## src/pkg/aiss_pkg.sv

```systemverilog
// Package: register map, field layout, timing and types for the ADC selection sequencer
package aiss_pkg;
    // Register byte offsets
    localparam logic [11:0] OFF_SELECTION = 12'h000;
    localparam logic [11:0] OFF_CONTROL = 12'h004;
    localparam logic [11:0] OFF_RESULT = 12'h008;
    localparam logic [11:0] OFF_STATUS = 12'h00C;
    localparam logic [11:0] OFF_PRESCALE = 12'h010;
    // Selection register fields
    localparam int SEL_CH_LSB = 0;
    localparam int SEL_REF_LSB = 6;
    // Control register fields
    localparam int CTL_EN_BIT = 0;
    localparam int CTL_START_BIT = 1;
    localparam int CTL_AUTO_BIT = 2;
    localparam int CTL_HSM_BIT = 3;
    localparam int CTL_DONE_BIT = 4;
    localparam int CTL_FREE_BIT = 5;
    // Status register fields
    localparam int STA_BUSY_BIT = 0;
    localparam int STA_FIRST_BIT = 1;
    localparam int STA_LOCK_BIT = 2;
    // Reset values
    localparam logic [7:0] SELECTION_RST = 8'h00;
    localparam logic [7:0] PRESCALE_RST = 8'h01;
    // Conversion lengths in ADC clock cycles
    localparam logic [4:0] NORMAL_CYCLES = 5'h0D;
    localparam logic [4:0] FIRST_CYCLES = 5'h19;
    // Sample-and-hold position in ADC cycles from conversion start
    localparam logic [4:0] SAMPLE_NORMAL_CYC = 5'h01;
    localparam logic [4:0] SAMPLE_FIRST_CYC = 5'h0D;
    // Differential settling time
    localparam int SETTLE_US = 125;
    localparam int CLK_MHZ = 50;
    localparam int SETTLE_CYCLES = SETTLE_US * CLK_MHZ;
    // Reference codes
    typedef enum logic [1:0] {
        AISS_REF_EXT_PIN = 2'b00,
        AISS_REF_SUPPLY = 2'b01,
        AISS_REF_RSVD = 2'b10,
        AISS_REF_INT_256 = 2'b11
    } aiss_ref_t;
    // Active selection to analog mux
    typedef struct packed {
        aiss_ref_t ref_sel;
        logic [4:0] channel;
    } aiss_sel_t;
    typedef enum logic [2:0] {
        AISS_IDLE = 3'b001,
        AISS_WAIT = 3'b010,
        AISS_CONV = 3'b100
    } aiss_state_t;
endpackage : aiss_pkg

```

## src/core/aiss_sequencer.sv

```systemverilog
// ADC control: selection buffering, conversion sequencing and APB registers
`timescale 1ns/1ps
`default_nettype none
module aiss_sequencer #(
    parameter int SETTLE_COUNT = aiss_pkg::SETTLE_CYCLES
) (
    // Clock and reset
    input wire logic ref_clk,
    input wire logic rst,
    // APB slave
    input wire logic psel,
    input wire logic penable,
    input wire logic pwrite,
    input wire logic [11:0] paddr,
    input wire logic [31:0] pwdata,
    output logic [31:0] prdata,
    output logic pready,
    output logic pslverr,
    // System events
    input wire logic trigger_event,
    input wire logic sleep_quiet,
    input wire logic cpu_halted,
    // Analog side
    input wire logic [9:0] sar_code,
    output aiss_pkg::aiss_sel_t active_sel,
    output logic sample_hold,
    output logic conv_irq_req,
    output logic settling
);
    ////////////////////////////////////////////////////////////////////////////
    // Registers
    logic [7:0] temp_sel_r;
    logic converter_enable_r;
    logic conversion_start_bit_r;
    logic auto_trigger_enable_r;
    logic high_speed_mode_bit_r;
    logic conversion_done_flag_r;
    logic free_run_r;
    logic [7:0] prescale_r;
    logic [9:0] result_r;
    logic [7:0] presc_cnt_r;
    logic [4:0] cyc_r;
    logic [4:0] conv_len_r;
    logic first_pending_r;
    logic trig_q1_r, trig_q2_r, trig_q3_r;
    logic halted_q_r;
    logic [31:0] settle_r;
    aiss_pkg::aiss_state_t state_r;
    aiss_pkg::aiss_sel_t active_r;

    logic wr_en, rd_en, adc_tick, trig_rise, sleep_start, sw_start, conv_end, last_cycle;
    logic [31:0] rdata;
    logic addr_ok;

    assign wr_en = psel && penable && pwrite;
    assign rd_en = psel && penable && !pwrite;
    assign pready = 1'b1;
    assign pslverr = psel && penable && !addr_ok;

    ////////////////////////////////////////////////////////////////////////////
    // ADC clock prescaler, held reset while disabled
    always_ff @(posedge ref_clk) begin
        if (rst || !converter_enable_r || (auto_trigger_enable_r && trig_rise && state_r == aiss_pkg::AISS_IDLE)) begin
            presc_cnt_r <= 8'h00;
        end else if (presc_cnt_r >= prescale_r) begin
            presc_cnt_r <= 8'h00;
        end else begin
            presc_cnt_r <= presc_cnt_r + 8'h01;
        end
    end
    assign adc_tick = converter_enable_r && (presc_cnt_r >= prescale_r);

    // Trigger pin synchroniser; rise counted when second and third stages agree
    always_ff @(posedge ref_clk) begin
        if (rst) begin
            trig_q1_r <= 1'b0;
            trig_q2_r <= 1'b0;
            trig_q3_r <= 1'b0;
            halted_q_r <= 1'b0;
        end else begin
            trig_q1_r <= trigger_event;
            trig_q2_r <= trig_q1_r;
            trig_q3_r <= trig_q2_r;
            halted_q_r <= cpu_halted;
        end
    end
    logic trig_prev_r;
    always_ff @(posedge ref_clk) begin
        if (rst) begin
            trig_prev_r <= 1'b0;
        end else if (trig_q2_r == trig_q3_r) begin
            trig_prev_r <= trig_q3_r;
        end
    end
    assign trig_rise = (trig_q2_r == trig_q3_r) && trig_q3_r && !trig_prev_r;

    // Noise canceller: halt edge in quiet sleep with ADC ready starts a conversion
    assign sleep_start = sleep_quiet && cpu_halted && !halted_q_r && converter_enable_r
        && !conversion_start_bit_r && !auto_trigger_enable_r;

    ////////////////////////////////////////////////////////////////////////////
    // Conversion sequencer
    assign last_cycle = (state_r == aiss_pkg::AISS_CONV) && (cyc_r == conv_len_r - 5'h01);
    assign conv_end = last_cycle && adc_tick;
    assign sw_start = conversion_start_bit_r || (auto_trigger_enable_r && trig_rise && !conversion_done_flag_r);

    always_ff @(posedge ref_clk) begin
        if (rst || !converter_enable_r) begin
            state_r <= aiss_pkg::AISS_IDLE;
            cyc_r <= 5'h00;
            conv_len_r <= aiss_pkg::NORMAL_CYCLES;
        end else begin
            case (state_r)
                aiss_pkg::AISS_IDLE: begin
                    // A start that meets a tick converts at once; a trigger waits for the reset prescaler
                    if ((sw_start || sleep_start) && adc_tick && !(auto_trigger_enable_r && trig_rise)) begin
                        state_r <= aiss_pkg::AISS_CONV;
                        cyc_r <= 5'h00;
                        conv_len_r <= first_pending_r ? aiss_pkg::FIRST_CYCLES : aiss_pkg::NORMAL_CYCLES;
                    end else if (sw_start || sleep_start) begin
                        state_r <= aiss_pkg::AISS_WAIT;
                    end
                end
                aiss_pkg::AISS_WAIT: begin
                    if (adc_tick) begin
                        state_r <= aiss_pkg::AISS_CONV;
                        cyc_r <= 5'h00;
                        conv_len_r <= first_pending_r ? aiss_pkg::FIRST_CYCLES : aiss_pkg::NORMAL_CYCLES;
                    end
                end
                aiss_pkg::AISS_CONV: begin
                    if (conv_end) begin
                        cyc_r <= 5'h00;
                        conv_len_r <= aiss_pkg::NORMAL_CYCLES;
                        state_r <= (free_run_r && conversion_start_bit_r) ? aiss_pkg::AISS_CONV
                            : aiss_pkg::AISS_IDLE;
                    end else if (adc_tick) begin
                        cyc_r <= cyc_r + 5'h01;
                    end
                end
                default: state_r <= aiss_pkg::AISS_IDLE;
            endcase
        end
    end

    // First conversion after enable is extended
    always_ff @(posedge ref_clk) begin
        if (rst || !converter_enable_r) begin
            first_pending_r <= 1'b1;
        end else if (conv_end) begin
            first_pending_r <= 1'b0;
        end
    end

    // Selection copy: on ADC ticks while unlocked, or in the final cycle
    always_ff @(posedge ref_clk) begin
        if (rst) begin
            active_r <= aiss_pkg::aiss_sel_t'(7'h00);
        end else if (state_r != aiss_pkg::AISS_CONV || last_cycle) begin
            if (adc_tick || !converter_enable_r) begin
                active_r.channel <= temp_sel_r[aiss_pkg::SEL_CH_LSB +: 5];
                active_r.ref_sel <= aiss_pkg::aiss_ref_t'(temp_sel_r[aiss_pkg::SEL_REF_LSB +: 2]);
            end
        end
    end
    assign active_sel = active_r;
    assign sample_hold = (state_r == aiss_pkg::AISS_CONV)
        && (cyc_r == (first_pending_r ? aiss_pkg::SAMPLE_FIRST_CYC : aiss_pkg::SAMPLE_NORMAL_CYC));

    // Settling indicator after channel or reference change, HSM not involved
    always_ff @(posedge ref_clk) begin
        if (rst) begin
            settle_r <= 32'h0;
        end else if (wr_en && paddr == aiss_pkg::OFF_SELECTION && pwdata[7:0] != temp_sel_r) begin
            settle_r <= 32'(SETTLE_COUNT);
        end else if (settle_r != 32'h0) begin
            settle_r <= settle_r - 32'h1;
        end
    end
    assign settling = (settle_r != 32'h0);

    ////////////////////////////////////////////////////////////////////////////
    // Software registers
    always_ff @(posedge ref_clk) begin
        if (rst) begin
            temp_sel_r <= aiss_pkg::SELECTION_RST;
            prescale_r <= aiss_pkg::PRESCALE_RST;
            converter_enable_r <= 1'b0;
            auto_trigger_enable_r <= 1'b0;
            high_speed_mode_bit_r <= 1'b0;
            free_run_r <= 1'b0;
        end else if (wr_en) begin
            if (paddr == aiss_pkg::OFF_SELECTION) begin
                temp_sel_r <= pwdata[7:0];
            end else if (paddr == aiss_pkg::OFF_PRESCALE) begin
                prescale_r <= pwdata[7:0];
            end else if (paddr == aiss_pkg::OFF_CONTROL) begin
                converter_enable_r <= pwdata[aiss_pkg::CTL_EN_BIT];
                auto_trigger_enable_r <= pwdata[aiss_pkg::CTL_AUTO_BIT];
                high_speed_mode_bit_r <= pwdata[aiss_pkg::CTL_HSM_BIT];
                free_run_r <= pwdata[aiss_pkg::CTL_FREE_BIT];
            end
        end
    end

    // Start bit: set by write, cleared at end of single conversion
    always_ff @(posedge ref_clk) begin
        if (rst || !converter_enable_r) begin
            conversion_start_bit_r <= 1'b0;
        end else if (wr_en && paddr == aiss_pkg::OFF_CONTROL && pwdata[aiss_pkg::CTL_START_BIT]) begin
            conversion_start_bit_r <= 1'b1;
        end else if (conv_end && !free_run_r) begin
            conversion_start_bit_r <= 1'b0;
        end else if (state_r == aiss_pkg::AISS_WAIT && adc_tick && !free_run_r) begin
            conversion_start_bit_r <= conversion_start_bit_r;
        end
    end

    // Done flag: set wins over a write-one clear
    always_ff @(posedge ref_clk) begin
        if (rst) begin
            conversion_done_flag_r <= 1'b0;
        end else if (conv_end) begin
            conversion_done_flag_r <= 1'b1;
        end else if (wr_en && paddr == aiss_pkg::OFF_CONTROL && pwdata[aiss_pkg::CTL_DONE_BIT]) begin
            conversion_done_flag_r <= 1'b0;
        end
    end
    assign conv_irq_req = conversion_done_flag_r;

    // Result capture, unsigned code from the SAR
    always_ff @(posedge ref_clk) begin
        if (rst) begin
            result_r <= 10'h000;
        end else if (conv_end) begin
            result_r <= sar_code;
        end
    end

    ////////////////////////////////////////////////////////////////////////////
    // Read mux
    always_comb begin
        rdata = 32'h0;
        addr_ok = 1'b1;
        if (paddr == aiss_pkg::OFF_SELECTION) begin
            rdata[7:0] = temp_sel_r;
        end else if (paddr == aiss_pkg::OFF_CONTROL) begin
            rdata[aiss_pkg::CTL_EN_BIT] = converter_enable_r;
            rdata[aiss_pkg::CTL_START_BIT] = conversion_start_bit_r || state_r != aiss_pkg::AISS_IDLE;
            rdata[aiss_pkg::CTL_AUTO_BIT] = auto_trigger_enable_r;
            rdata[aiss_pkg::CTL_HSM_BIT] = high_speed_mode_bit_r;
            rdata[aiss_pkg::CTL_DONE_BIT] = conversion_done_flag_r;
            rdata[aiss_pkg::CTL_FREE_BIT] = free_run_r;
        end else if (paddr == aiss_pkg::OFF_RESULT) begin
            rdata[9:0] = result_r;
        end else if (paddr == aiss_pkg::OFF_STATUS) begin
            rdata[aiss_pkg::STA_BUSY_BIT] = (state_r != aiss_pkg::AISS_IDLE);
            rdata[aiss_pkg::STA_FIRST_BIT] = first_pending_r;
            rdata[aiss_pkg::STA_LOCK_BIT] = (state_r == aiss_pkg::AISS_CONV);
        end else if (paddr == aiss_pkg::OFF_PRESCALE) begin
            rdata[7:0] = prescale_r;
        end else begin
            addr_ok = 1'b0;
        end
    end

    always_ff @(posedge ref_clk) begin
        if (rst) begin
            prdata <= 32'h0;
        end else if (psel && !penable && !pwrite) begin
            prdata <= rdata;
        end
    end
endmodule : aiss_sequencer
`default_nettype wire

```

## config.mk

```make
export PLATFORM = sky130hd
export DESIGN_NAME = aiss_sequencer
export DESIGN_NICKNAME = d
export VERILOG_FILES = /design/src/pkg/aiss_pkg.sv /design/src/core/aiss_sequencer.sv
export SDC_FILE = /design/constraint.sdc
export NUM_CORES = 1
export LEC_CHECK = 0
export ABC_CLOCK_PERIOD_IN_PS = 3800
export BUFFER_PORTS_ARGS = -buffer_cell sky130_fd_sc_hd__buf_2
export CORE_AREA = 2 2 103 105
export CTS_CLUSTER_SIZE = 24
export DETAILED_ROUTE_END_ITERATION = 7
export DIE_AREA = 0 0 105 107
export MAX_ROUTING_LAYER = met4
export PLACE_DENSITY_LB_ADDON = 0.3
export SETUP_SLACK_MARGIN = 0.02
export SYNTH_ARGS = -nofsm -noshare
export SYNTH_HDL_FRONTEND = slang
export SYNTH_SLANG_ARGS = --single-unit
```

## constraint.sdc

```tcl
create_clock -name ref_clk -period 3.8 [get_ports ref_clk]
set_clock_uncertainty 0.2 [all_clocks]
set_input_delay 0.38 -clock ref_clk [delete_from_list [all_inputs] [get_ports ref_clk]]
set_output_delay 0.38 -clock ref_clk [all_outputs]
set_load 0.05 [all_outputs]
```

==> results of run 1 <==
## layout by cell type, fill, tap and decap left out, drive strengths merged, types with 13 or more instances in the layout
cell and instances:
nand2 15, nand2b 25, nand3 18, o31ai 19, ha 14, clkbuf 13
or3 16, mux2i 30, dfxtp 105, xnor2 23, inv 20, or4 15
o21ai 16, buf 67, nand4 15, a21oi 45, nor2 56, conb 23
## through the flow
step	setup slack, ns	cells	cell area [um^2]	hold WS [ns]
global placement	0.963	791	5780	0.222
global route	0.672	806	5980	0.0401
finish	0.806	806	5980	0.0243
detailed placement	0.898	791	5780	0.222
floorplan	0.347	645	5570	0.214
CTS	0.810	806	5980	0.0183
## worst max-delay path, cell delays in order, from the launching register on
cell,delay (ns)
dfxtp_1,0.38
inv_1,0.09
ha_1,0.30
nand2_1,0.05
o21ai_0,0.67
a21o_1,0.57
a31oi_1,0.30
mux2_2,0.32
## power groups by stage
stage	sequential, mW	combinational, mW	clock, mW
2_1_floorplan	1.37	1.29	0
3_3_place_gp	1.40	1.54	0
3_5_place_dp	1.41	1.59	0
4_1_cts	1.39	1.60	0.724
5_1_grt	1.42	1.80	0.758
6_report	1.39	1.61	0.710
## worst min-delay path by stage
| stage | slack, ns | endpoint | depth (start not counted) |
|---|---|---|---|
| 3_5_place_dp | 0.22 | trig_q2_r$_SDFF_PP0_ | 1 |
| 2_1_floorplan | 0.21 | trig_q2_r$_SDFF_PP0_ | 1 |
| 5_1_grt | 0.04 | trig_q1_r$_SDFF_PP0_ | 2 |
| 4_1_cts | 0.02 | trig_q1_r$_SDFF_PP0_ | 2 |
| 3_3_place_gp | 0.22 | trig_q2_r$_SDFF_PP0_ | 1 |
| 6_report | 0.02 | trig_q1_r$_SDFF_PP0_ | 2 |
## per-layer routing
| metal | vias to the layer above | global-route usage, % |
|---|---|---|
| li1 | 2312 | - |
| met1 | 2282 | 30.1 |
| met2 | 139 | 40.6 |
| met3 | 15 | 4.07 |
| met4 | 0 | 7.14 |
| met5 | - | - |
## cells by family after synthesis
kind of cell / count (synthesis)
fa+ha+maj: 14
flops: 105
other cells: 2
xor+xnor: 31
simple gates: 221
compound gates: 138
buf+inv: 77
mux: 36
## flip-flops by register name, summed over array words and instances, names as in the netlist, 2 cells and up
| name | flops |
|---|---|
| conv_len_r | 2 |
| settle_r | 32 |
| cyc_r | 5 |
| active_sel | 7 |
| state_r | 3 |
| result_r | 10 |
| presc_cnt_r | 8 |
| temp_sel_r | 8 |
| prescale_r | 8 |
| prdata | 10 |
## area by class of cell
cell class                 count  area (um^2)
fill                         949         4110
multi-input combinational    463         3080
sequential                   105         2100
timing repair buffer          67          358
tap                          136          170
clock buffer                  13          159
inverter                      20         75.1
clock inverter                 2         37.5
==> reports/metrics.yaml, run 1 <==
run_status:
  status: "complete, no violations"
logic_synthesis:
  synthTopCellsByArea: "dfxtp_1, mux2i_1, a21oi_1, nor2_1, xnor2_1"
  synth_top_family_by_area: "simple AND/OR/NAND/NOR gates"
  yosys_warnings: 0
  synth_fa_ha_area_share_pct: 3.19
  yosys.area_share.xor_xnor_pct: 4.95
  yosys.area_share.simple_pct: 22.8
  synth_ff_type: "dfxtp_1"
  synthTopCellsByCount: "dfxtp_1, nor2_1, a21oi_1, mux2i_1, clkbuf_1"
  yosys-mux-area-fraction_pct: 6.77
  ys_async_sr_fraction_pct: 0
  yosys.cell_count.top_type: "dfxtp_1"
  synthCells: 624
  yosys.area.top_type: "dfxtp_1"
  syn_area_um2: 5490
  synth_seq_area_share_pct: 38.3
  synth.distinct_cells: 66
  synth_edf_count: 0
  yosys_register_bits: 105
  synth_compound_area_share_pct: 16.8
  yosys.area.top_type_share_pct: 38.3
  syn_area_per_cell_um2: 8.79
setup_path:
  r2r-end: "cyc_r[0]$_SDFFE_PP0P_"
  critPathLaunchType: "flop"
  reg2reg_depth: 7
  worstSetupStartpoint: "prescale_r[6]$_SDFFE_PP0P_"
  r2r_start: "prescale_r[6]$_SDFFE_PP0P_"
  arrival_ns: 3.06
  cp-end-kind: "flop"
  r2r_slack_ns: 0.81
  crit_required_ns: 3.87
  path_max_fanout: 21
  worstSetupPathType: "flop to flop"
  critPathCapture: "cyc_r[0]$_SDFFE_PP0P_"
placement:
  io_buffers: 58
  dp_hpwl_mm: 9.43
  gp_congestion: 0.888
worst_hold_path:
  hp-class: "input pin to flop"
  hp-start: "trigger_event"
pwr:
  power.share.sequential_pct: 37.5
  leakage_nw: 2.35
  ir_worst_vdd_mv: 0.829
  p_sw_share_pct: 40.5
  power.net_switching_mw: 1.50
  p_total_mw: 3.71
  p_clk_share_pct: 19.1
  internal_power_mw: 2.21
  power.density_nw_per_um2: 621
  comb_power_share_pct: 43.4
cts:
  post-cts-setup-buffers: 0
  htree_levels: 3
  cts_hold_buf: 0
  clock_latency_ns: 0.38
  cts_resized: 0
  cts_sinks: 105
  cts-root-buf: "clkbuf_8"
  numCtsBuffers: 9
  clockBufferDepth: 2
  cts_tree: "done"
  clk_pin_slew_ns: 0.09
routing:
  wire_per_inst_um: 16.2
  wirelength_mm: 13.0
  via_per_inst: 5.89
  vias: 4748
  routed-wl-met2_mm: 6.41
  post-route-drc-count: 0
  drt-met1-wl_mm: 5.83
  drt-initial-drc-count: 286
  ant_nets: 0
  met3WireLength_um: 604
  top_layer: "met4"
  drt_pass1_iterations: 5
timing:
  setup_viol: 0
  setup_tns_ns: 0
  tightest_slew_ns: 0.863
  finalCritPeriodShare_pct: 78.8
  relSlewSlack_pct: 42.2
  period_needed_ns: 2.99
  slew_violations: 0
  fmax_mhz: 334
  hold_viol_final: 0
  rsz0062_at_grt: "no"
finish:
  antenna_cells: 0
  drive_above_1_share_pct: 15.2
  utilization_pct: 59.2
  nets: 742
  syn2layout_area_growth_pct: 8.96
global_routing:
  grt_pass1_wl_mm: 21.3
  grt_pass1_vias: 4437
  grt_max_degree: 58
  antenna_found_initial: 0
  grt-ovfl-total: 0
  grtUsageTotal_pct: 24.2
floorplanning:
  io_pins: 106
  die_w_um: 105
  core_um2: 10100
  initial_utilization_pct: 54.4
  die-area_um2: 11200
  fp.dieH_um: 107
  row_count: 37
run:
  drv_cap: 0
No activity file was read; power rests on OpenSTA's default activity.
==> run 2, diff against run 1 <==
--- a/config.mk
+++ b/config.mk
@@ -5,7 +5,7 @@
 export SDC_FILE = /design/constraint.sdc
 export NUM_CORES = 1
 export LEC_CHECK = 0
-export ABC_CLOCK_PERIOD_IN_PS = 3800
+export ABC_CLOCK_PERIOD_IN_PS = 2850
 export BUFFER_PORTS_ARGS = -buffer_cell sky130_fd_sc_hd__buf_2
 export CORE_AREA = 2 2 103 105
 export CTS_CLUSTER_SIZE = 24
==> constraint.sdc (replaced) <==
create_clock -name ref_clk -period 2.85 [get_ports ref_clk]
set_clock_uncertainty 0.2 [all_clocks]
set_input_delay 0.285 -clock ref_clk [delete_from_list [all_inputs] [get_ports ref_clk]]
set_output_delay 0.285 -clock ref_clk [all_outputs]
set_load 0.05 [all_outputs]
==> run 2 against run 1 <==
  * Hold slack worse by 0.0016 ns
  * Global-route usage is 0.40 points higher
  * Largest power group unchanged
  * Core utilization rose by 2.1 points
  * Cell count up 2.9%
  * Power grew 36%
  * Flip-flop and latch count unchanged
  * Highest routed layer unchanged
==> reports/metrics.yaml, run 2 (same netlist as run 1, synthesis figures left out) <==
timing:
  whs_ns: 0.0227  # -0.00157 ns
  rsz0062_at_grt: "no"
  finalWorstSetupSlack_ns: 0.0993  # -0.707 ns
  fmax_mhz: 364
  slew_violations: 0  # unchanged
  relSlewSlack_pct: 45.5  # +3.2 points
  setup_tns_ns: 0  # unchanged
  setup_viol: 0  # unchanged
  finalCritPeriodShare_pct: 96.5
  period_needed_ns: 2.75
  hold_viol_final: 0  # unchanged
  tightest_slew_ns: 0.810  # -0.0532 ns
routing:
  post-route-drc-count: 0  # unchanged
  drt-initial-drc-count: 311  # +8.7%
  wire_per_inst_um: 15.8  # -2.1%
  ant_nets: 0  # unchanged
  drt_pass1_iterations: 5  # unchanged
  vias: 4867  # +2.5%
  wirelength_mm: 13.1  # +0.74%
  via_per_inst: 5.87  # -0.34%
run:
  drv_cap: 0  # unchanged
floorplanning:
  fp.dieH_um: 107  # unchanged
  die_w_um: 105  # unchanged
  row_count: 37  # unchanged
  core_um2: 10100  # unchanged
  io_pins: 106  # unchanged
  initial_utilization_pct: 54.4  # unchanged
  die-area_um2: 11200  # unchanged
finish:
  top_regs: "settle_r x32, prdata x10, result_r x10"
  antenna_cells: 0  # unchanged
  regMostFlops: "settle_r"
  syn2layout_area_growth_pct: 12.8
  layout_commonest_cell: "dfxtp_1"
  drive_above_1_share_pct: 16.9  # +1.7 points
  nets: 764  # +3.0%
  instances_no_fill: 829  # +2.9%
  largest_reg_flops: 32  # unchanged
  design_area_um2: 6190  # +3.5%
  mostFrequentLayoutCells: "dfxtp_1, buf_2, nor2_1"
placement:
  dpl_worst_slack_ns: 0.232  # -0.666 ns
  dp_hpwl_mm: 9.59  # +1.7%
  placed_cell_area_um2: 5860  # +1.4%
  place_inst: 801  # +1.3%
  io_buffers: 58  # unchanged
  gp_congestion: 0.848  # -4.6%
global_routing:
  grt-ovfl-total: 0  # unchanged
  antenna_found_initial: 0  # unchanged
  grt_max_degree: 34  # -41%
  met3_usage_pct: 4.01  # -0.061 points
  grtUsageTotal_pct: 24.6  # +0.40 points
  gr-usage-met2_pct: 40.2  # -0.42 points
  grt_pass1_wl_mm: 21.8  # +2.4%
  met1_usage_pct: 31.2  # +1.0 points
  grt_pass1_vias: 4651  # +4.8%
  grt_busiest_layer: "met2"
worst_hold_path:
  hp-class: "input pin to flop"
pwr:
  power.density_nw_per_um2: 817  # +31%
  p_clk_share_pct: 19.0  # about the same
  power.share.sequential_pct: 36.6  # -0.9 points
  ir_worst_vdd_mv: 1.01  # +21%
  internal_power_mw: 2.97  # +34%
  leakage_nw: 2.45  # +4.2%
  p_sw_share_pct: 41.3  # +0.77 points
  power.net_switching_mw: 2.09  # +39%
  comb_power_share_pct: 44.5  # +1.1 points
cts:
  numCtsBuffers: 9  # unchanged
  cts-root-buf: "clkbuf_8"
  cts_tree: "done"
  cts_sinks: 105  # unchanged
  clk_pin_slew_ns: 0.10  # about the same
  clock_latency_ns: 0.37  # about the same
  clockBufferDepth: 2  # unchanged
  htree_levels: 3  # unchanged
  post-cts-setup-buffers: 0  # unchanged
setup_path:
  critPathLaunchType: "flop"
  worstSetupPathType: "flop to output pin"
  path_max_fanout: 11  # -48%
  cp-end-kind: "output pin"
  arrival_ns: 2.27  # -0.79 ns
  crit_required_ns: 2.37  # -1.50 ns
run_status:
  status: "complete, no violations"
## run 2: cell count changes in the layout (fill, tap and decap cells not counted), sizes merged
cell / before / now
dlygate4sd3: 0 / 12
buf: 67 / 77
clkbuf: 13 / 9
inv: 20 / 23
clkinv: 0 / 1
clkinvlp: 1 / 2
## run 2: layout make-up
| type | count | area [um^2] |
|---|---|---|
| fill | 893 | 3900 |
| multi-input combinational | 463 | 3090 |
| sequential | 105 | 2100 |
| clock inverter | 7 | 76.3 |
| tap | 136 | 170 |
| timing repair buffer | 89 | 553 |
| clock buffer | 9 | 124 |
| inverter | 20 | 75.1 |
## run 2: worst paths after layout
path / start / to / slack, ns / cells after the start
worst min register to register: trig_q1_r$_SDFF_PP0_ / trig_q2_r$_SDFF_PP0_ / 0.24 / 1
worst max register to register: settle_r[19]$_SDFFE_PP0P_ / settle_r[1]$_SDFFE_PP0P_ / 0.17 / 5
worst min-delay path: pwdata[1] / conversion_start_bit_r$_SDFFE_PP0P_ / 0.02 / 3
worst max-delay path: state_r[2]$_SDFFE_PP0P_ / sample_hold / 0.1 / 3
## run 2: power by group through the flow
stage          Combinational, mW  Clock, mW  Sequential (mW)
6_report                    2.25      0.958             1.85
4_1_cts                     2.21      0.978             1.84
2_1_floorplan               1.77          0             1.85
5_1_grt                     2.48       1.04             1.88
3_3_place_gp                2.09          0             1.86
3_5_place_dp                2.18          0             1.88
## run 2: per-stage QoR
| step | power, mW | utilization (%) |
|---|---|---|
| 4_1_cts | 5.04 | 61.3 |
| 5_1_grt | 5.40 | 61.3 |
| 3_3_place_gp | 3.95 | 58.1 |
| 6_report | 5.05 | 61.3 |
| 3_5_place_dp | 4.05 | 58.1 |
| 2_1_floorplan | 3.62 | - |
## run 2: worst max-delay path, cell delays in order (launching register included)
cell	delay [ns]
dfxtp_1	0.55
or3b_2	0.54
a2111oi_2	0.46
buf_2	0.35
## run 2: what timing repair did
item                                   in CTS  in global routing
endpoints found under the hold margin      12                  0
gates resized for setup                     0                  1
setup endpoints to repair                   0                  2
hold buffers                               12                  0
## run 2: routing by layer
| metal | wire length, um | share of wire (%) |
|---|---|---|
| met4 | 228 | 1.7 |
| met1 | 5960 | 45 |
| met3 | 597 | 4.6 |
| met5 | 0 | 0 |
| met2 | 6340 | 48 |
